## config.mk

```make
export PLATFORM = sky130hd
export DESIGN_NAME = cbm_ctrl
export DESIGN_NICKNAME = d
export VERILOG_FILES = /design/src/cbm_pkg.sv /design/src/cbm_ctrl.sv
export SDC_FILE = /design/constraint.sdc
export NUM_CORES = 1
export LEC_CHECK = 0
export BUFFER_PORTS_ARGS = -buffer_cell sky130_fd_sc_hd__buf_2
export CAP_MARGIN = 30
export CORE_MARGIN = 10
export CORE_UTILIZATION = 55
export CTS_CLUSTER_SIZE = 14
export DETAILED_ROUTE_END_ITERATION = 16
export HOLD_SLACK_MARGIN = 0.05
export PLACE_DENSITY_LB_ADDON = 0.25
export SETUP_SLACK_MARGIN = 0.15
export SLEW_MARGIN = 15
export SYNTH_ARGS = -nofsm -noshare
export SYNTH_HDL_FRONTEND = slang
export SYNTH_SLANG_ARGS = --single-unit
export TNS_END_PERCENT = 10
```

## constraint.sdc

```tcl
create_clock -name clock -period 2.64 [get_ports clock]
set_clock_uncertainty 0.15 [all_clocks]
set_input_delay 0.264 -clock clock [delete_from_list [all_inputs] [get_ports clock]]
set_output_delay 0.264 -clock clock [all_outputs]
set_load 0.01 [all_outputs]
```

## src/cbm_pkg.sv

```systemverilog
// cbm_pkg: constants for the charger mode controller
// assumes a 200 MHz clock; register bus is a plain strobe port
`default_nettype none
package cbm_pkg;
  localparam int unsigned CLK_MHZ          = 200;
  // keepalive and safety timer periods, status pulse width
  localparam int unsigned KEEPALIVE_S      = 32;
  localparam int unsigned SAFETY_MIN       = 15;
  localparam int unsigned STAT_PULSE_US    = 128;
  localparam int unsigned STAT_PULSE_CYC   = STAT_PULSE_US * CLK_MHZ;
  // one tick per millisecond drives both long timers
  localparam int unsigned TICK_US          = 1000;
  localparam int unsigned TICK_CYC_DEF     = TICK_US * CLK_MHZ;
  localparam int unsigned KEEPALIVE_TICKS  = KEEPALIVE_S * 1000;
  localparam int unsigned SAFETY_TICKS     = SAFETY_MIN * 60 * 1000;
  // boost pulse timing in clock cycles
  localparam int unsigned TON_MIN_CYC      = 20;
  localparam int unsigned TON_SKIP_CYC     = 60;
  localparam int unsigned TOFF_MIN_CYC     = 20;
  // register map
  localparam logic [3:0] ADDR_STATUS       = 4'h0;
  localparam logic [3:0] ADDR_CONTROL      = 4'h1;
  localparam logic [3:0] ADDR_SAFETY       = 4'h6;
  // control register fields and register reset values
  localparam int unsigned BIT_BOOST_REQ    = 0;
  localparam int unsigned BIT_HIZ_REQ      = 1;
  localparam int unsigned BIT_INHIBIT      = 2;
  localparam int unsigned BIT_OTG_POL      = 3;
  localparam int unsigned BIT_KICK         = 6;
  localparam int unsigned BIT_RESET        = 7;
  localparam logic [7:0] CONTROL_RST       = 8'h00;
  localparam logic [7:0] SAFETY_RST        = 8'h01;
  // status field positions and fault codes
  localparam int unsigned STAT_MODE_LSB    = 4;
  localparam logic [2:0] FAULT_NONE        = 3'h0;
  localparam logic [2:0] FAULT_TIMER       = 3'h6;
  localparam logic [2:0] FAULT_BST_UVLO    = 3'h3;
  // synchroniser reset levels: every input at its idle, inactive level
  localparam logic [8:0] SYNC_IDLE         = 9'h02e;
  typedef enum logic [1:0] {
    CBM_CHARGE    = 2'b00,
    CBM_CONFIGURE = 2'b01,
    CBM_BOOST     = 2'b10,
    CBM_HIZ       = 2'b11
  } cbm_mode_t;
  typedef enum logic [1:0] {
    CBM_B_OFF = 2'b00,
    CBM_B_LIN = 2'b01,
    CBM_B_SS  = 2'b10,
    CBM_B_RUN = 2'b11
  } cbm_bst_t;
endpackage : cbm_pkg
`default_nettype wire

```

## src/cbm_ctrl.sv

```systemverilog
// cbm_ctrl: mode control, keepalive and safety timers, boost sequencer
// assumes analog comparators arrive as asynchronous levels
//
// Chosen here: the plain strobed port and the register addresses.
`default_nettype none
// Summary of operation
// - hiz request or inhibit stops charging, enters hiz, clears keepalive timer
// - in hiz with low battery keepalive runs; overflow resets registers but safety
// - safety timer overflow sets the inhibit bit and enters hiz
// - after that, a host write, bus power-on or keepalive expiry restarts charging
// - reset bit returns every register but safety to default, clearing hiz and inhibit
// - reset with hiz or inhibit set keeps timer stopped and stays hiz
// - charge only when disable pin, inhibit and hiz request are all zero
// - disable pin high freezes keepalive timer without clearing it
// - disable pin rising during timed charging clears the safety timer
// - mode: hiz request with otg pin inactive, else fault gives configure, else boost enable picks
// - boost request bit clears whenever boost ends
// - boost allowed only in keepalive timed mode
// - otg pin active when equal to polarity bit
// - active otg pin boosts despite hiz; hiz overrides software boost request
// - boost on active otg, or boost request with hiz clear
// - keepalive expiry in boost resets registers, pulses status, fault 110
// - latched fault clears on bus power-on or status register read
// - output above reference after off-time enters pulse skip, inhibits pulses
// - pulse skip lengthens minimum on-time
// - boost sequence: linear start, soft start, run
// - fault code sits in status register bits 2 to 0
// - a fault with none latched drives status pin low for 128 us then releases
// - boost timer fault is code 110 and resets all registers but safety
module cbm_ctrl #(
  parameter int unsigned TICK_CYC = cbm_pkg::TICK_CYC_DEF,
  parameter int unsigned KA_TICKS = cbm_pkg::KEEPALIVE_TICKS,
  parameter int unsigned SF_TICKS = cbm_pkg::SAFETY_TICKS,
  parameter int unsigned PULSE_CYC = cbm_pkg::STAT_PULSE_CYC
) (
  // clock and reset
  input  wire logic       clock,
  input  wire logic       rst_n,
  // register port
  input  wire logic [3:0] reg_addr,
  input  wire logic [7:0] reg_wdata,
  input  wire logic       reg_wr,
  input  wire logic       reg_rd,
  output var  logic [7:0] reg_rdata_q,
  // pins and comparators
  input  wire logic       disable_pin,
  input  wire logic       otg_pin,
  input  wire logic       bus_power_on_event,
  input  wire logic       bat_low,
  input  wire logic       bat_above_out,
  input  wire logic       out_below_target,
  input  wire logic       bat_above_uvlo,
  input  wire logic       out_above_ref,
  input  wire logic       ext_fault,
  input  wire logic [2:0] ext_fault_code,
  // outputs
  output var  logic       charge_en_q,
  output var  logic       hiz_q,
  output var  logic [1:0] mode_q,
  output var  logic [1:0] boost_run_state_q,
  output var  logic       pulse_skip_mode_q,
  output var  logic       boost_switch_q,
  output var  logic       stat_oe_q,
  output var  logic       stat_out_q
);
  initial begin
    if (TICK_CYC < 2 || KA_TICKS < 2 || SF_TICKS < 2 || PULSE_CYC < 2)
      $error("cbm_ctrl: counts too small");
  end

  // three-stage input synchronisers; first stage feeds only the second
  logic [8:0] s1_q, s2_q, s3_q, in_q;
  wire  [8:0] raw_in = {ext_fault, bus_power_on_event, disable_pin, otg_pin, bat_low,
                        bat_above_out, out_below_target, bat_above_uvlo, out_above_ref};
  genvar gi;
  generate
    for (gi = 0; gi < 9; gi++)
    begin : g_sync
      always_ff @(posedge clock or negedge rst_n)
      begin
        if (!rst_n)
        begin
          // idle levels, so leaving reset shows no false edge or fault
          s1_q[gi] <= cbm_pkg::SYNC_IDLE[gi];
          s2_q[gi] <= cbm_pkg::SYNC_IDLE[gi];
          s3_q[gi] <= cbm_pkg::SYNC_IDLE[gi];
          in_q[gi] <= cbm_pkg::SYNC_IDLE[gi];
        end else begin
          s1_q[gi] <= raw_in[gi];
          s2_q[gi] <= s1_q[gi];
          s3_q[gi] <= s2_q[gi];
          if (s2_q[gi] == s3_q[gi])
            in_q[gi] <= s3_q[gi];
        end
      end
    end
  endgenerate
  wire dis_s = in_q[6], otg_s = in_q[5], blow_s = in_q[4];
  wire bao_s = in_q[3], obt_s = in_q[2], uvlo_s = in_q[1], oref_s = in_q[0];
  wire flt_s = in_q[8], por_s = in_q[7];
  logic por_prev_q, dis_prev_q;
  wire por_rise = por_s & ~por_prev_q;
  wire dis_rise = dis_s & ~dis_prev_q;

  // registers
  logic [7:0] ctrl_q, safety_q;
  logic [2:0] fault_q;
  logic       fault_lat_q;
  logic       sf_inhibit_q;
  logic       ka_hold_q;
  logic [$clog2(TICK_CYC)-1:0] tick_cnt_q;
  logic [$clog2(KA_TICKS)-1:0] ka_cnt_q;
  logic [$clog2(SF_TICKS)-1:0] sf_cnt_q;
  logic [$clog2(PULSE_CYC)-1:0] pulse_cnt_q;
  cbm_pkg::cbm_bst_t bst_q;
  logic [7:0] pwm_cnt_q;
  logic       pwm_on_q;

  wire boost_req = ctrl_q[cbm_pkg::BIT_BOOST_REQ];
  wire hiz_req   = ctrl_q[cbm_pkg::BIT_HIZ_REQ];
  wire inhibit   = ctrl_q[cbm_pkg::BIT_INHIBIT];
  wire wr_ctrl   = reg_wr && reg_addr == cbm_pkg::ADDR_CONTROL;
  wire wr_safety = reg_wr && reg_addr == cbm_pkg::ADDR_SAFETY;
  wire rd_status = reg_rd && reg_addr == cbm_pkg::ADDR_STATUS;
  wire soft_rst  = wr_ctrl && reg_wdata[cbm_pkg::BIT_RESET];
  wire kick      = wr_ctrl && reg_wdata[cbm_pkg::BIT_KICK];
  wire tick      = tick_cnt_q == ($clog2(TICK_CYC))'(TICK_CYC - 1);

  wire otg_active = otg_s == ctrl_q[cbm_pkg::BIT_OTG_POL];
  wire timed_mode = ~ka_hold_q;
  wire boost_en   = timed_mode & (otg_active | (boost_req & ~hiz_req)) & ~fault_lat_q;
  wire hiz_now    = (hiz_req | inhibit) & ~otg_active;
  wire charge_ok  = ~dis_s & ~inhibit & ~hiz_req & ~boost_en & ~ka_hold_q;
  wire [1:0] mode_d = hiz_req && !otg_active ? cbm_pkg::CBM_HIZ :
                      fault_lat_q ? cbm_pkg::CBM_CONFIGURE :
                      boost_en ? cbm_pkg::CBM_BOOST : cbm_pkg::CBM_CHARGE;
  wire ka_ovf = tick && ka_cnt_q == ($clog2(KA_TICKS))'(KA_TICKS - 1);
  wire sf_ovf = tick && sf_cnt_q == ($clog2(SF_TICKS))'(SF_TICKS - 1);
  wire in_boost = bst_q != cbm_pkg::CBM_B_OFF;
  wire boost_tmo = ka_ovf & in_boost;
  wire hiz_tmo   = ka_ovf & hiz_now & blow_s & ~in_boost;
  wire boost_flt = in_boost & bst_q == cbm_pkg::CBM_B_SS & ~uvlo_s;
  wire new_fault = boost_tmo | flt_s | boost_flt;
  wire [2:0] fault_code = boost_tmo ? cbm_pkg::FAULT_TIMER :
                          boost_flt ? cbm_pkg::FAULT_BST_UVLO : ext_fault_code;

  always_ff @(posedge clock or negedge rst_n)
  begin
    if (!rst_n)
    begin
      por_prev_q <= 1'b0;
      dis_prev_q <= 1'b0;
      tick_cnt_q <= '0;
    end else begin
      por_prev_q <= por_s;
      dis_prev_q <= dis_s;
      tick_cnt_q <= tick ? '0 : tick_cnt_q + 1'b1;
    end
  end

  // control register with hardware sets and clears
  always_ff @(posedge clock or negedge rst_n)
  begin
    if (!rst_n)
    begin
      ctrl_q       <= cbm_pkg::CONTROL_RST;
      safety_q     <= cbm_pkg::SAFETY_RST;
      sf_inhibit_q <= 1'b0;
      ka_hold_q    <= 1'b0;
    end else begin
      if (wr_safety)
        safety_q <= reg_wdata;
      // register reset; with hiz or inhibit set, hiz held with timer stopped
      if (soft_rst)
      begin
        ctrl_q    <= cbm_pkg::CONTROL_RST;
        ka_hold_q <= hiz_req | inhibit;
      end else if (boost_tmo || hiz_tmo)
      begin
        ctrl_q    <= cbm_pkg::CONTROL_RST;
        ka_hold_q <= 1'b0;
      end else begin
        if (wr_ctrl)
        begin
          ctrl_q <= reg_wdata & 8'h3f;
          ka_hold_q <= 1'b0;
        end
        // boost request drops when boost ends, by fault too
        if (in_boost && (!boost_en || new_fault))
          ctrl_q[cbm_pkg::BIT_BOOST_REQ] <= 1'b0;
      end
      // safety overflow sets inhibit; set wins over writes and resets
      if (sf_ovf)
        ctrl_q[cbm_pkg::BIT_INHIBIT] <= 1'b1;
      // only host write or power-on releases the timer inhibit
      if (sf_ovf)
        sf_inhibit_q <= 1'b1;
      else if (wr_ctrl || por_rise)
        sf_inhibit_q <= 1'b0;
      if (por_rise && sf_inhibit_q && !sf_ovf)
        ctrl_q[cbm_pkg::BIT_INHIBIT] <= 1'b0;
    end
  end

  // keepalive and safety counters on the shared tick
  always_ff @(posedge clock or negedge rst_n)
  begin
    if (!rst_n)
    begin
      ka_cnt_q <= '0;
      sf_cnt_q <= '0;
    end else begin
      // clear on hiz entry, kick or hold
      if (ka_hold_q || kick || ka_ovf || (wr_ctrl && (reg_wdata[cbm_pkg::BIT_HIZ_REQ]
          || reg_wdata[cbm_pkg::BIT_INHIBIT])))
        ka_cnt_q <= '0;
      else if (tick && !dis_s && (in_boost || (hiz_now && blow_s) || !hiz_now))
        ka_cnt_q <= ka_cnt_q + 1'b1;
      if (dis_rise || sf_ovf || !charge_ok || safety_q == 8'h00)
        sf_cnt_q <= '0;
      else if (tick)
        sf_cnt_q <= sf_cnt_q + 1'b1;
    end
  end

  // fault latch, new fault wins over clear
  always_ff @(posedge clock or negedge rst_n)
  begin
    if (!rst_n)
    begin
      fault_q     <= cbm_pkg::FAULT_NONE;
      fault_lat_q <= 1'b0;
    end else if (new_fault)
    begin
      fault_q     <= fault_code;
      fault_lat_q <= 1'b1;
    end else if (rd_status || por_rise)
    begin
      fault_q     <= cbm_pkg::FAULT_NONE;
      fault_lat_q <= 1'b0;
    end
  end

  always_ff @(posedge clock or negedge rst_n)
  begin
    if (!rst_n)
    begin
      pulse_cnt_q <= '0;
      stat_oe_q   <= 1'b0;
    end else if (new_fault && !fault_lat_q)
    begin
      pulse_cnt_q <= ($clog2(PULSE_CYC))'(PULSE_CYC - 1);
      stat_oe_q   <= 1'b1;
    end else if (pulse_cnt_q != '0)
      pulse_cnt_q <= pulse_cnt_q - 1'b1;
    else
      stat_oe_q <= 1'b0;
  end

  cbm_pkg::cbm_bst_t bst_d;
  always_comb
  begin
    bst_d = bst_q;
    case (bst_q)
      cbm_pkg::CBM_B_OFF: if (boost_en) bst_d = cbm_pkg::CBM_B_LIN;
      cbm_pkg::CBM_B_LIN: if (!bao_s) bst_d = cbm_pkg::CBM_B_SS;
      cbm_pkg::CBM_B_SS:  if (!obt_s && uvlo_s) bst_d = cbm_pkg::CBM_B_RUN;
      cbm_pkg::CBM_B_RUN: bst_d = cbm_pkg::CBM_B_RUN;
      default:            bst_d = cbm_pkg::CBM_B_OFF;
    endcase
    if (!boost_en || new_fault)
      bst_d = cbm_pkg::CBM_B_OFF;
  end

  wire toff_done = !pwm_on_q && pwm_cnt_q >= 8'(cbm_pkg::TOFF_MIN_CYC);
  wire [7:0] ton_len = pulse_skip_mode_q ? 8'(cbm_pkg::TON_SKIP_CYC)
                                         : 8'(cbm_pkg::TON_MIN_CYC);
  always_ff @(posedge clock or negedge rst_n)
  begin
    if (!rst_n)
    begin
      bst_q             <= cbm_pkg::CBM_B_OFF;
      pwm_cnt_q         <= '0;
      pwm_on_q          <= 1'b0;
      pulse_skip_mode_q <= 1'b0;
      boost_switch_q    <= 1'b0;
    end else begin
      bst_q <= bst_d;
      if (bst_q != cbm_pkg::CBM_B_RUN)
      begin
        pwm_on_q       <= 1'b0;
        pwm_cnt_q      <= '0;
        boost_switch_q <= 1'b0;
        pulse_skip_mode_q <= 1'b0;
      end else if (pwm_on_q)
      begin
        if (pwm_cnt_q >= ton_len - 8'h01)
        begin
          pwm_on_q       <= 1'b0;
          pwm_cnt_q      <= '0;
          boost_switch_q <= 1'b0;
        end else
          pwm_cnt_q <= pwm_cnt_q + 8'h01;
      end else if (toff_done)
      begin
        // decided when off-time first ends, so the pulse after a skip keeps the long on-time
        if (pwm_cnt_q == 8'(cbm_pkg::TOFF_MIN_CYC))
          pulse_skip_mode_q <= oref_s;
        if (!oref_s)
        begin
          pwm_on_q       <= 1'b1;
          pwm_cnt_q      <= '0;
          boost_switch_q <= 1'b1;
        end else if (pwm_cnt_q != 8'hff)
          pwm_cnt_q <= pwm_cnt_q + 8'h01;
      end else
        pwm_cnt_q <= pwm_cnt_q + 8'h01;
    end
  end

  // outputs and read port
  wire [7:0] status_rd = {2'b00, mode_q, 1'b0, fault_q};
  wire [7:0] rd_mux = reg_addr == cbm_pkg::ADDR_STATUS  ? status_rd :
                      reg_addr == cbm_pkg::ADDR_CONTROL ? ctrl_q :
                      reg_addr == cbm_pkg::ADDR_SAFETY  ? safety_q : 8'h00;
  always_ff @(posedge clock or negedge rst_n)
  begin
    if (!rst_n)
    begin
      reg_rdata_q       <= 8'h00;
      charge_en_q       <= 1'b0;
      hiz_q             <= 1'b0;
      mode_q            <= cbm_pkg::CBM_CHARGE;
      boost_run_state_q <= cbm_pkg::CBM_B_OFF;
      stat_out_q        <= 1'b0;
    end else begin
      reg_rdata_q       <= reg_rd ? rd_mux : 8'h00;
      charge_en_q       <= charge_ok & ~fault_lat_q;
      hiz_q             <= hiz_now | ka_hold_q;
      mode_q            <= mode_d;
      boost_run_state_q <= bst_d;
      stat_out_q        <= 1'b0;
    end
  end

  // charge enable needs all three low
  a_charge_gate: assert property (@(posedge clock) disable iff (!rst_n)
    charge_en_q |-> $past(!dis_s && !inhibit && !hiz_req)) else $error("charge with inhibit");
  a_fault_pulse: assert property (@(posedge clock) disable iff (!rst_n)
    $rose(stat_oe_q) |-> stat_oe_q [*8]) else $error("status pulse too short");
  a_timer_code: assert property (@(posedge clock) disable iff (!rst_n)
    boost_tmo |=> fault_q == cbm_pkg::FAULT_TIMER && ctrl_q == cbm_pkg::CONTROL_RST)
    else $error("timer fault not taken");
  a_safety_inh: assert property (@(posedge clock) disable iff (!rst_n)
    sf_ovf && !soft_rst |=> inhibit) else $error("safety overflow lost");
  a_fault_clear: assert property (@(posedge clock) disable iff (!rst_n)
    rd_status && !new_fault |=> !fault_lat_q) else $error("fault not cleared");
  a_freeze_ka: assert property (@(posedge clock) disable iff (!rst_n)
    dis_s && !kick && !ka_hold_q && !wr_ctrl && !ka_ovf |=> $stable(ka_cnt_q))
    else $error("keepalive moved");
  a_hiz_boost: assert property (@(posedge clock) disable iff (!rst_n)
    hiz_req && !otg_active |-> !boost_en) else $error("hiz ignored");
  a_reset_hold: assert property (@(posedge clock) disable iff (!rst_n)
    soft_rst && (hiz_req || inhibit) |=> ka_hold_q ##1 hiz_q) else $error("reset left hiz");
endmodule // cbm_ctrl
`default_nettype wire

```

# Word level (Yosys, flattened, before mapping)
# Index checks and enable logic that the tools add are counted.
totals:
  reg_bits: 154
  out_inout_bits: 18
classes:
  n_addsub: 6
  n_lt_le_gt_ge: 2
  n_eq_ne: 29
  muxes: 59
  bitwise: 33
  reduce_logical: 59
op_table:
  columns: ["op", "n"]
  rows:
  - ["two-way mux 8 bit", 13]
  - ["two-way mux 15 bit", 4]
  - ["two-way mux 20 bit", 2]
  - ["two-way mux 1 bit", 26]
  - ["adder 20 x 1 -> 20 bit, second input constant", 1]
  - ["== test 20 bit, second input constant", 1]
  - ["adder 18 x 1 -> 18 bit, second input constant", 1]
  - ["== test 18 bit, second input constant", 1]
  - ["logical AND 1 bit", 18]
  - ["two-way mux 18 bit", 1]
  - ["AND 1 bit", 17]
  - ["nonzero test 2 bit", 8]
  - ["adder 15 x 1 -> 15 bit, second input constant", 1]
  - ["== test 15 bit, second input constant", 1]
  - ["nonzero test 15 bit", 1]
  - ["subtractor 15 x 1 -> 15 bit, second input constant", 1]
  - ["two-way mux 2 bit", 7]
  - ["logical OR 1 bit", 13]
  - ["two-way mux 3 bit", 4]
  - ["NOT 1 bit", 11]
  - ["== test 1 bit", 10]
  - ["logical NOT 1 bit", 9]
  - ["inequality test 3 x 1 -> 1 bit, second input constant", 3]
  - ["AND reduction 3 bit", 3]
  - ["23 further kinds", 31]

# Depth between registers and ports, before layout
# Gate-level depths: netlist (run 1).
depth:
  ltp_word: 13
  ltp_mapped: 8

# Least setup slack after synthesis (run 1)
# No wires, ideal clock.
synth_path:
  path_type: "reg2reg"
  from: "register ka_cnt_q[0]"
  to: "register ka_cnt_q[7]"
  setup_ps: 119
  arrival_ps: 1864
  required_time_ps: 2371
  setup_slack_ps: 507
  path_stages_with_launch: 8
  synth_period_minus_slack_ps: 2133
  path_cell_list: "dfrtp_1 > ha_1 > nand4_1 > or3_1 > or4_4 > o211ai_2 > buf_6 > nor2_1"
synth_between:
  elab_chain_len: 5
  elab_cells_between_ends: 8
  classes_between: "add/sub (1); eq/ne (1); mux (2); reduce/logical (4)"
synth_lines:
  columns: ["item", "line_no", "source"]
  rows:
  - ["start, declared", "cbm_ctrl.sv:112", "logic [$clog2(KA_TICKS)-1:0] ka_cnt_q;"]
  - ["start signal, assigned", "cbm_ctrl.sv:218", "ka_cnt_q <= ka_cnt_q + 1'b1;"]
  - ["branches (longest 5 deep; another with adder 15 x 1 -> 15 bit)", null, null]
# Several ways; the timed one is not identified. The select of a mux whose other input is x is not followed.
# A chain may end at the register's enable or synchronous reset.

# Final worst setup path (run 1)
layout_path:
  from: "register ka_cnt_q[0]"
  to: "register ka_hold_q"
layout_between:
  elab_chain_len: 8
  elab_cells_between_ends: 10
  classes_between: "eq/ne (1); mux (2); bitwise (4); reduce/logical (3)"
layout_lines:
  columns: ["item", "line_no", "source"]
  rows:
  - ["== test 15 bit (*)", "cbm_ctrl.sv:137", "wire ka_ovf = tick && ka_cnt_q == ($clog2(KA_TICKS))'(KA_TICKS - 1);"]
  - ["logical AND 1 bit (*)", "cbm_ctrl.sv:137", null]
  - ["AND 1 bit (3 in series)", "cbm_ctrl.sv:141", "wire hiz_tmo = ka_ovf & hiz_now & blow_s & ~in_boost;"]
  - ["logical OR 1 bit (*)", "cbm_ctrl.sv:178", "end else if (boost_tmo || hiz_tmo)"]
  - ["two-way mux 1 bit", "cbm_ctrl.sv:178", null]
  - ["two-way mux 1 bit", "cbm_ctrl.sv:174", "if (soft_rst)"]
  - ["end signal, assigned", "cbm_ctrl.sv:177", "ka_hold_q <= hiz_req | inhibit;"]
  - ["end, declared", "cbm_ctrl.sv:110", "logic ka_hold_q;"]
# Every way passes the cells marked *; elsewhere a longest branch is shown, timed or not.

==> results of run 1 <==
logic make-up after synthesis:
kind of cell	synth area share
other	0.000536
AO/OA/AOI/OAI	0.0660
AND/OR/NAND/NOR	0.255
adder cells (fa/ha/maj)	0.0272
multiplexers	0.0157
XOR/XNOR	0.0687
flip-flops	0.547
buffers and inverters	0.0200
stage by stage:
step	power (µW)	utilization	instance area [µm²]	hold slack (ns)	std cells
global route	5780	0.658	8240	0.150	917
detailed placement	3160	0.594	7440	0.110	864
finish	5530	0.658	8240	0.0997	917
global placement	3140	0.594	7440	0.0930	864
CTS	5570	0.658	8230	0.0891	917
floorplan	2960	-	7000	-0.182	655
flip-flops by register name, summed over array words and instances (netlist names), 2 cells and up:
signal	flops
sf_cnt_q	20
tick_cnt_q	18
ka_cnt_q	15
pulse_cnt_q	15
s1_q	9
s2_q	9
s3_q	9
pwm_cnt_q	8
reg_rdata_q	8
safety_q	8
ctrl_q	6
fault_q	3
boost_run_state_q	2
mode_q	2
worst register-to-register path, cell delays in order (launching register included):
cell     delay, ns
dfrtp_1       0.39
ha_1          0.25
nand4_1       0.15
or3_1         0.40
or4_4         0.49
a21oi_4       0.25
o22ai_1       0.13
cells in the mapped netlist, drive strengths merged, types with 3 or more instances:
library cell,instances
nand2,41
buf,9
nor3,23
and4,4
o211ai,4
xor2,34
dfstp,17
a21o,4
xnor2,20
and3,10
mux2,8
or2,4
nand2b,9
nand3b,3
nor2b,4
nor3b,8
inv,14
o21ai,16
clkbuf,8
and2,10
nor2,79
a22oi,6
or4,10
dfrtp,135
a21oi,29
o31ai,4
or3b,4
or3,12
nor4,21
ha,8
maj3,9
nand3,41
nor4b,3
nand4,29
worst paths after layout:
kind	endpoint	slack, ns	cells after the start
min in group asynchronous	pwm_cnt_q[0]	0.21	2
hold / removal	reg_rdata_q[2]	0.1	3
setup reg to reg	ka_hold_q	0.31	6
max in group asynchronous	s2_q[1]	1.30	3
hold reg to reg	s2_q[7]	0.20	0
setup / recovery	ka_hold_q	0.31	6
report_power, final:
part	leakage, µW	internal, µW	total (µW)	switching [µW]
clock	0.000286	1330	2380	1050
combinational	0.00129	217	515	298
sequential	0.00191	2490	2640	143
total	0.00349	4050	5530	1490
layer usage:
| metal | vias to the layer above | part of all wire |
|---|---|---|
| li1 | 2497 | - |
| met1 | 2586 | 0.45 |
| met2 | 133 | 0.48 |
| met3 | 28 | 0.049 |
| met4 | 0 | 0.020 |
| met5 | - | 0 |
cell type report:
cell class | count | area, µm²
clock buffer | 17 | 425
clock inverter | 15 | 160
fill | 984 | 4280
inverter | 14 | 52.6
multi-input combinational | 472 | 3040
sequential | 152 | 3820
tap | 172 | 215
timing repair buffer | 75 | 524
repair_timing:
item                                   CTS  global route
hold buffers                            21             0
endpoints found under the hold margin   73             0
buffers inserted                         0             0
resized for setup                        0             1
setup endpoints to repair                0             2
==> flow_metrics.tcl, run 1 <==
set metrics [dict create \
    syn_area_mm2 0.00700 \
    grt_overflow 0 \
    vias 5244 \
    grt_pass1_vias 5325 \
    fin_ws_ns 0.313 \
    maxCapViolations 0 \
    crit_required_ns 2.79 \
    layout-drive-gt1-share 0.193 \
    grt_pass1_wl_um 25600 \
    cts-htree-levels 4 \
    hold_viol_final 0 \
    place_congestion 0.905 \
    r2r-start "ka_cnt_q[0]" \
    die_y_um 133 \
    synth_edf_count 0 \
    ys_top_cells_by_area "dfrtp_1, dfstp_2, nor2_1" \
    ctsRootBufferMaster "clkbuf_16" \
    clk_latency_ns 0.43 \
    synth_ff_type "dfrtp_1" \
    die_area_mm2 0.0176 \
    dpl.hpwl_um 10100 \
    power_leakage_uw 0.00349 \
    syn-num-nets 691 \
    clock-sinks 152 \
    cts_tree "yes" \
    grt_start_max_net_pins 70 \
    drt-initial-drc-count 296 \
    grtUsageMet3 0.0484 \
    final_common_cell "dfrtp_1" \
    syn_avg_cell_area_um2 10.7 \
    netlist_instances 655 \
    ys_ff_latch 152 \
    async_reset_ff_frac 1.00 \
    area_growth_syn_to_layout_pct 17.8 \
    path_cells "ha_1 -> nand4_1 -> or3_1 -> or4_4 -> a21oi_4 -> o22ai_1" \
    path_max_fanout 7 \
    clockBufferDepth 2 \
    finalCritPeriodShare 0.881 \
    path_class "flip-flop to flip-flop" \
    coreArea_mm2 0.0125 \
    drv_slew 0 \
    timing.fmax_mhz 430 \
    startpoint "ka_cnt_q[0]" \
    period_needed_ns 2.33 \
    first_pass_iters 5 \
    die_w_um 133 \
    met2_usage 0.276 \
    viasPerCell 5.72 \
    synth_top_area_share 0.483 \
    antenna_cells 0 \
    layout_common_cells "dfrtp_1, nor2_1, buf_2" \
    synth_top_area_cell "dfrtp_1" \
    cpLargestDelayFamily "simple AND/OR/NAND/NOR gates" \
    power.density_mw_per_mm2 671 \
    place_ws_ns 0.292 \
    setup_violations 0 \
    worstMarginPinSlew_ns 0.796 \
    ys_warn_count 0 \
    min_from "reg_rd" \
    busiest_layer "met2" \
    finalNetCount 768 \
    initial_core_util 0.559 \
    grt.total_usage 0.173 \
    cts.clk_slew.worst_paths_ns 0.06 \
    rsz0062_at_grt "false" \
    peakVddDrop_v 0.000391 \
    worst_ep_arrival_time_ns 2.48 \
    outcome "finished clean" \
    wl_per_cell_um 16.2 \
    drc 0 \
    cp_slowest_cell "or4_4" \
    worstSetupStartpointType "flip-flop" \
    io_buffer_count 44 \
    relSlewSlack 0.462 \
    cp_num_buf_inv 0 \
    ant_nets 0 \
    ioPinCount 46 \
    use_met1 0.218 \
    hp-class "input port to flip-flop" \
    synth_cell_types 66 \
    num_rows 41 \
    routed_wl_um 14800 \
    cp_slowest_stage_delay_ns 0.49 \
    cts_made_buffers 17 \
    ys_seq_area_frac 0.547 \
    endpoint_kind "flip-flop" \
    fin_setup_tns_ns 0 \
    antenna_found_initial 0 \
]
No activity file was read; power rests on OpenSTA's default activity.
==> run 2, diff against run 1 <==
--- a/config.mk
+++ b/config.mk
@@ -5,7 +5,7 @@
 export SDC_FILE = /design/constraint.sdc
 export NUM_CORES = 1
 export LEC_CHECK = 0
-export BUFFER_PORTS_ARGS = -buffer_cell sky130_fd_sc_hd__buf_2
+export BUFFER_PORTS_ARGS = -buffer_cell sky130_fd_sc_hd__buf_4
 export CAP_MARGIN = 30
 export CORE_MARGIN = 10
 export CORE_UTILIZATION = 55
==> run 2 against run 1 <==
Combinational power grew 3%. Clock power rose by 10%. Register-to-register slack got worse by 0.02 ns. Die area is the same. Global-route usage increased by 0.32 points. Critical path depth unchanged. First-iteration DRC count shrank 4.1%. Sequential share of layout area down 0.86 points. Utilization up 1.2 points. Sequential power is essentially flat.
==> flow_metrics.tcl, run 2 (synthesis results as in run 1) <==
set metrics [dict create \
    outcome "finished clean" \
    layout_common_cells "dfrtp_1, nor2_1, buf_4" \
    cts-htree-levels 4 \
    cts_made_buffers 17 \
    top_register "sf_cnt_q" \
    hp-class "input port to flip-flop" \
    ant_nets 0 \
    place_ws_ns 0.306 \
    coreArea_mm2 0.0125 \
    cts_hold_buf 21 \
    grt_pass1_wl_um 25900 \
    die_w_um 133 \
    ctsResizeCount 0 \
    clk_latency_ns 0.42 \
    setup_violations 0 \
    grt_pass1_vias 5366 \
    ctsRootBufferMaster "clkbuf_16" \
    crit_required_ns 2.77 \
    peakVddDrop_v 0.000503 \
    die_y_um 133 \
    antenna_found_initial 0 \
    worstSetupStartpointType "flip-flop" \
    finalCritPeriodShare 0.887 \
    top_regs "sf_cnt_q (20), tick_cnt_q (18)" \
    vias 5234 \
    clock-sinks 152 \
    num_rows 41 \
    viasPerCell 5.71 \
    maxCapViolations 0 \
    drv_slew 0 \
    area_growth_syn_to_layout_pct 20.0 \
    largest_reg_flops 20 \
    fin_setup_tns_ns 0 \
    drc 0 \
    period_needed_ns 2.34 \
    ioPinCount 46 \
    cts.clk_slew.worst_paths_ns 0.06 \
    io_buffer_count 44 \
    worstMarginPinSlew_ns 0.710 \
    clockBufferDepth 2 \
    antenna_cells 0 \
    grt.total_usage 0.177 \
    dpl.hpwl_um 9850 \
    numPlacedInstances 864 \
    path_max_fanout 15 \
    routed_wl_um 14800 \
    initial_core_util 0.559 \
    final_common_cell "dfrtp_1" \
    finalNetCount 768 \
    power.density_mw_per_mm2 690 \
    place_congestion 0.936 \
    drt-initial-drc-count 284 \
    die_area_mm2 0.0176 \
    grt_start_max_net_pins 82 \
    rsz0062_at_grt "false" \
    endpoint_kind "flip-flop" \
    nFillCells 954 \
    cts_setup_buffers 0 \
    relSlewSlack 0.527 \
    worst_ep_arrival_time_ns 2.47 \
    first_pass_iters 5 \
    fin_ws_ns 0.297 \
    path_class "flip-flop to flip-flop" \
    layout-drive-gt1-share 0.188 \
    timing.fmax_mhz 427 \
    stdcell_count 917 \
    hold_viol_final 0 \
    wl_per_cell_um 16.1 \
    cts_tree "yes" \
    grt_overflow 0 \
    power_leakage_uw 0.00354 \
]
[run 2: changes by cell type in the layout (fill, tap and decap cells not counted), sizes merged]
| cell | before | now |
|---|---|---|
| inv | 21 | 14 |
| clkbuf | 17 | 23 |
| bufinv | 1 | 5 |
| clkinv | 6 | 4 |
| clkinvlp | 1 | 0 |
[run 2: through the flow]
stage / total power [µW] / utilization / cell area (µm²) / hold slack, ns
detailed placement: 3180 / 0.603 / 7540 / 0.0191
global placement: 3160 / 0.603 / 7540 / 0.0159
CTS: 5830 / 0.671 / 8400 / 0.0700
finish: 5790 / 0.671 / 8400 / 0.0884
global route: 6050 / 0.671 / 8400 / 0.0985
floorplan: 2960 / - / 7000 / -0.182
[run 2: power by group]
part	switching, µW	total (µW)	internal (µW)
Clock	900	2620	1720
Combinational	296	530	234
Sequential	144	2640	2500
[run 2: path summary, 6_finish.rpt]
check	from	endpoint	slack, ns	cells after the start
hold reg to reg	s1_q[0]	s2_q[0]	0.20	0
setup / recovery	ka_cnt_q[1]	ka_cnt_q[0]	0.30	6
setup reg to reg	ka_cnt_q[1]	ka_cnt_q[0]	0.30	6
max in group asynchronous	rst_n	safety_q[0]	1.38	3
min in group asynchronous	rst_n	pwm_cnt_q[5]	0.15	2
hold / removal	reg_addr[0]	reg_rdata_q[5]	0.09	4
[run 2: per-layer routing]
layer,vias up,wire [µm],share of wire,global-route usage
li1,2483,-,-,-
met1,2595,6680,0.45,0.221
met2,130,7290,0.49,0.289
met3,26,601,0.041,0.0473
met4,0,234,0.016,0.0605
met5,-,0,0,0
[run 2: worst max-delay path: stages, from the launching register on]
cell	delay, ns
dfrtp_1	0.38
ha_1	0.26
nand4_1	0.14
or3_1	0.39
or4_4	0.48
o211ai_2	0.29
nor2_1	0.11
[run 2: cell type report]
cell class	count	area [µm²]	area share
sequential	152	3820	0.456
multi-input combinational	472	3030	0.361
timing repair buffer	75	632	0.0752
clock buffer	23	468	0.0557
tap	172	215	0.0256
clock inverter	9	174	0.0207
inverter	14	52.6	0.00626
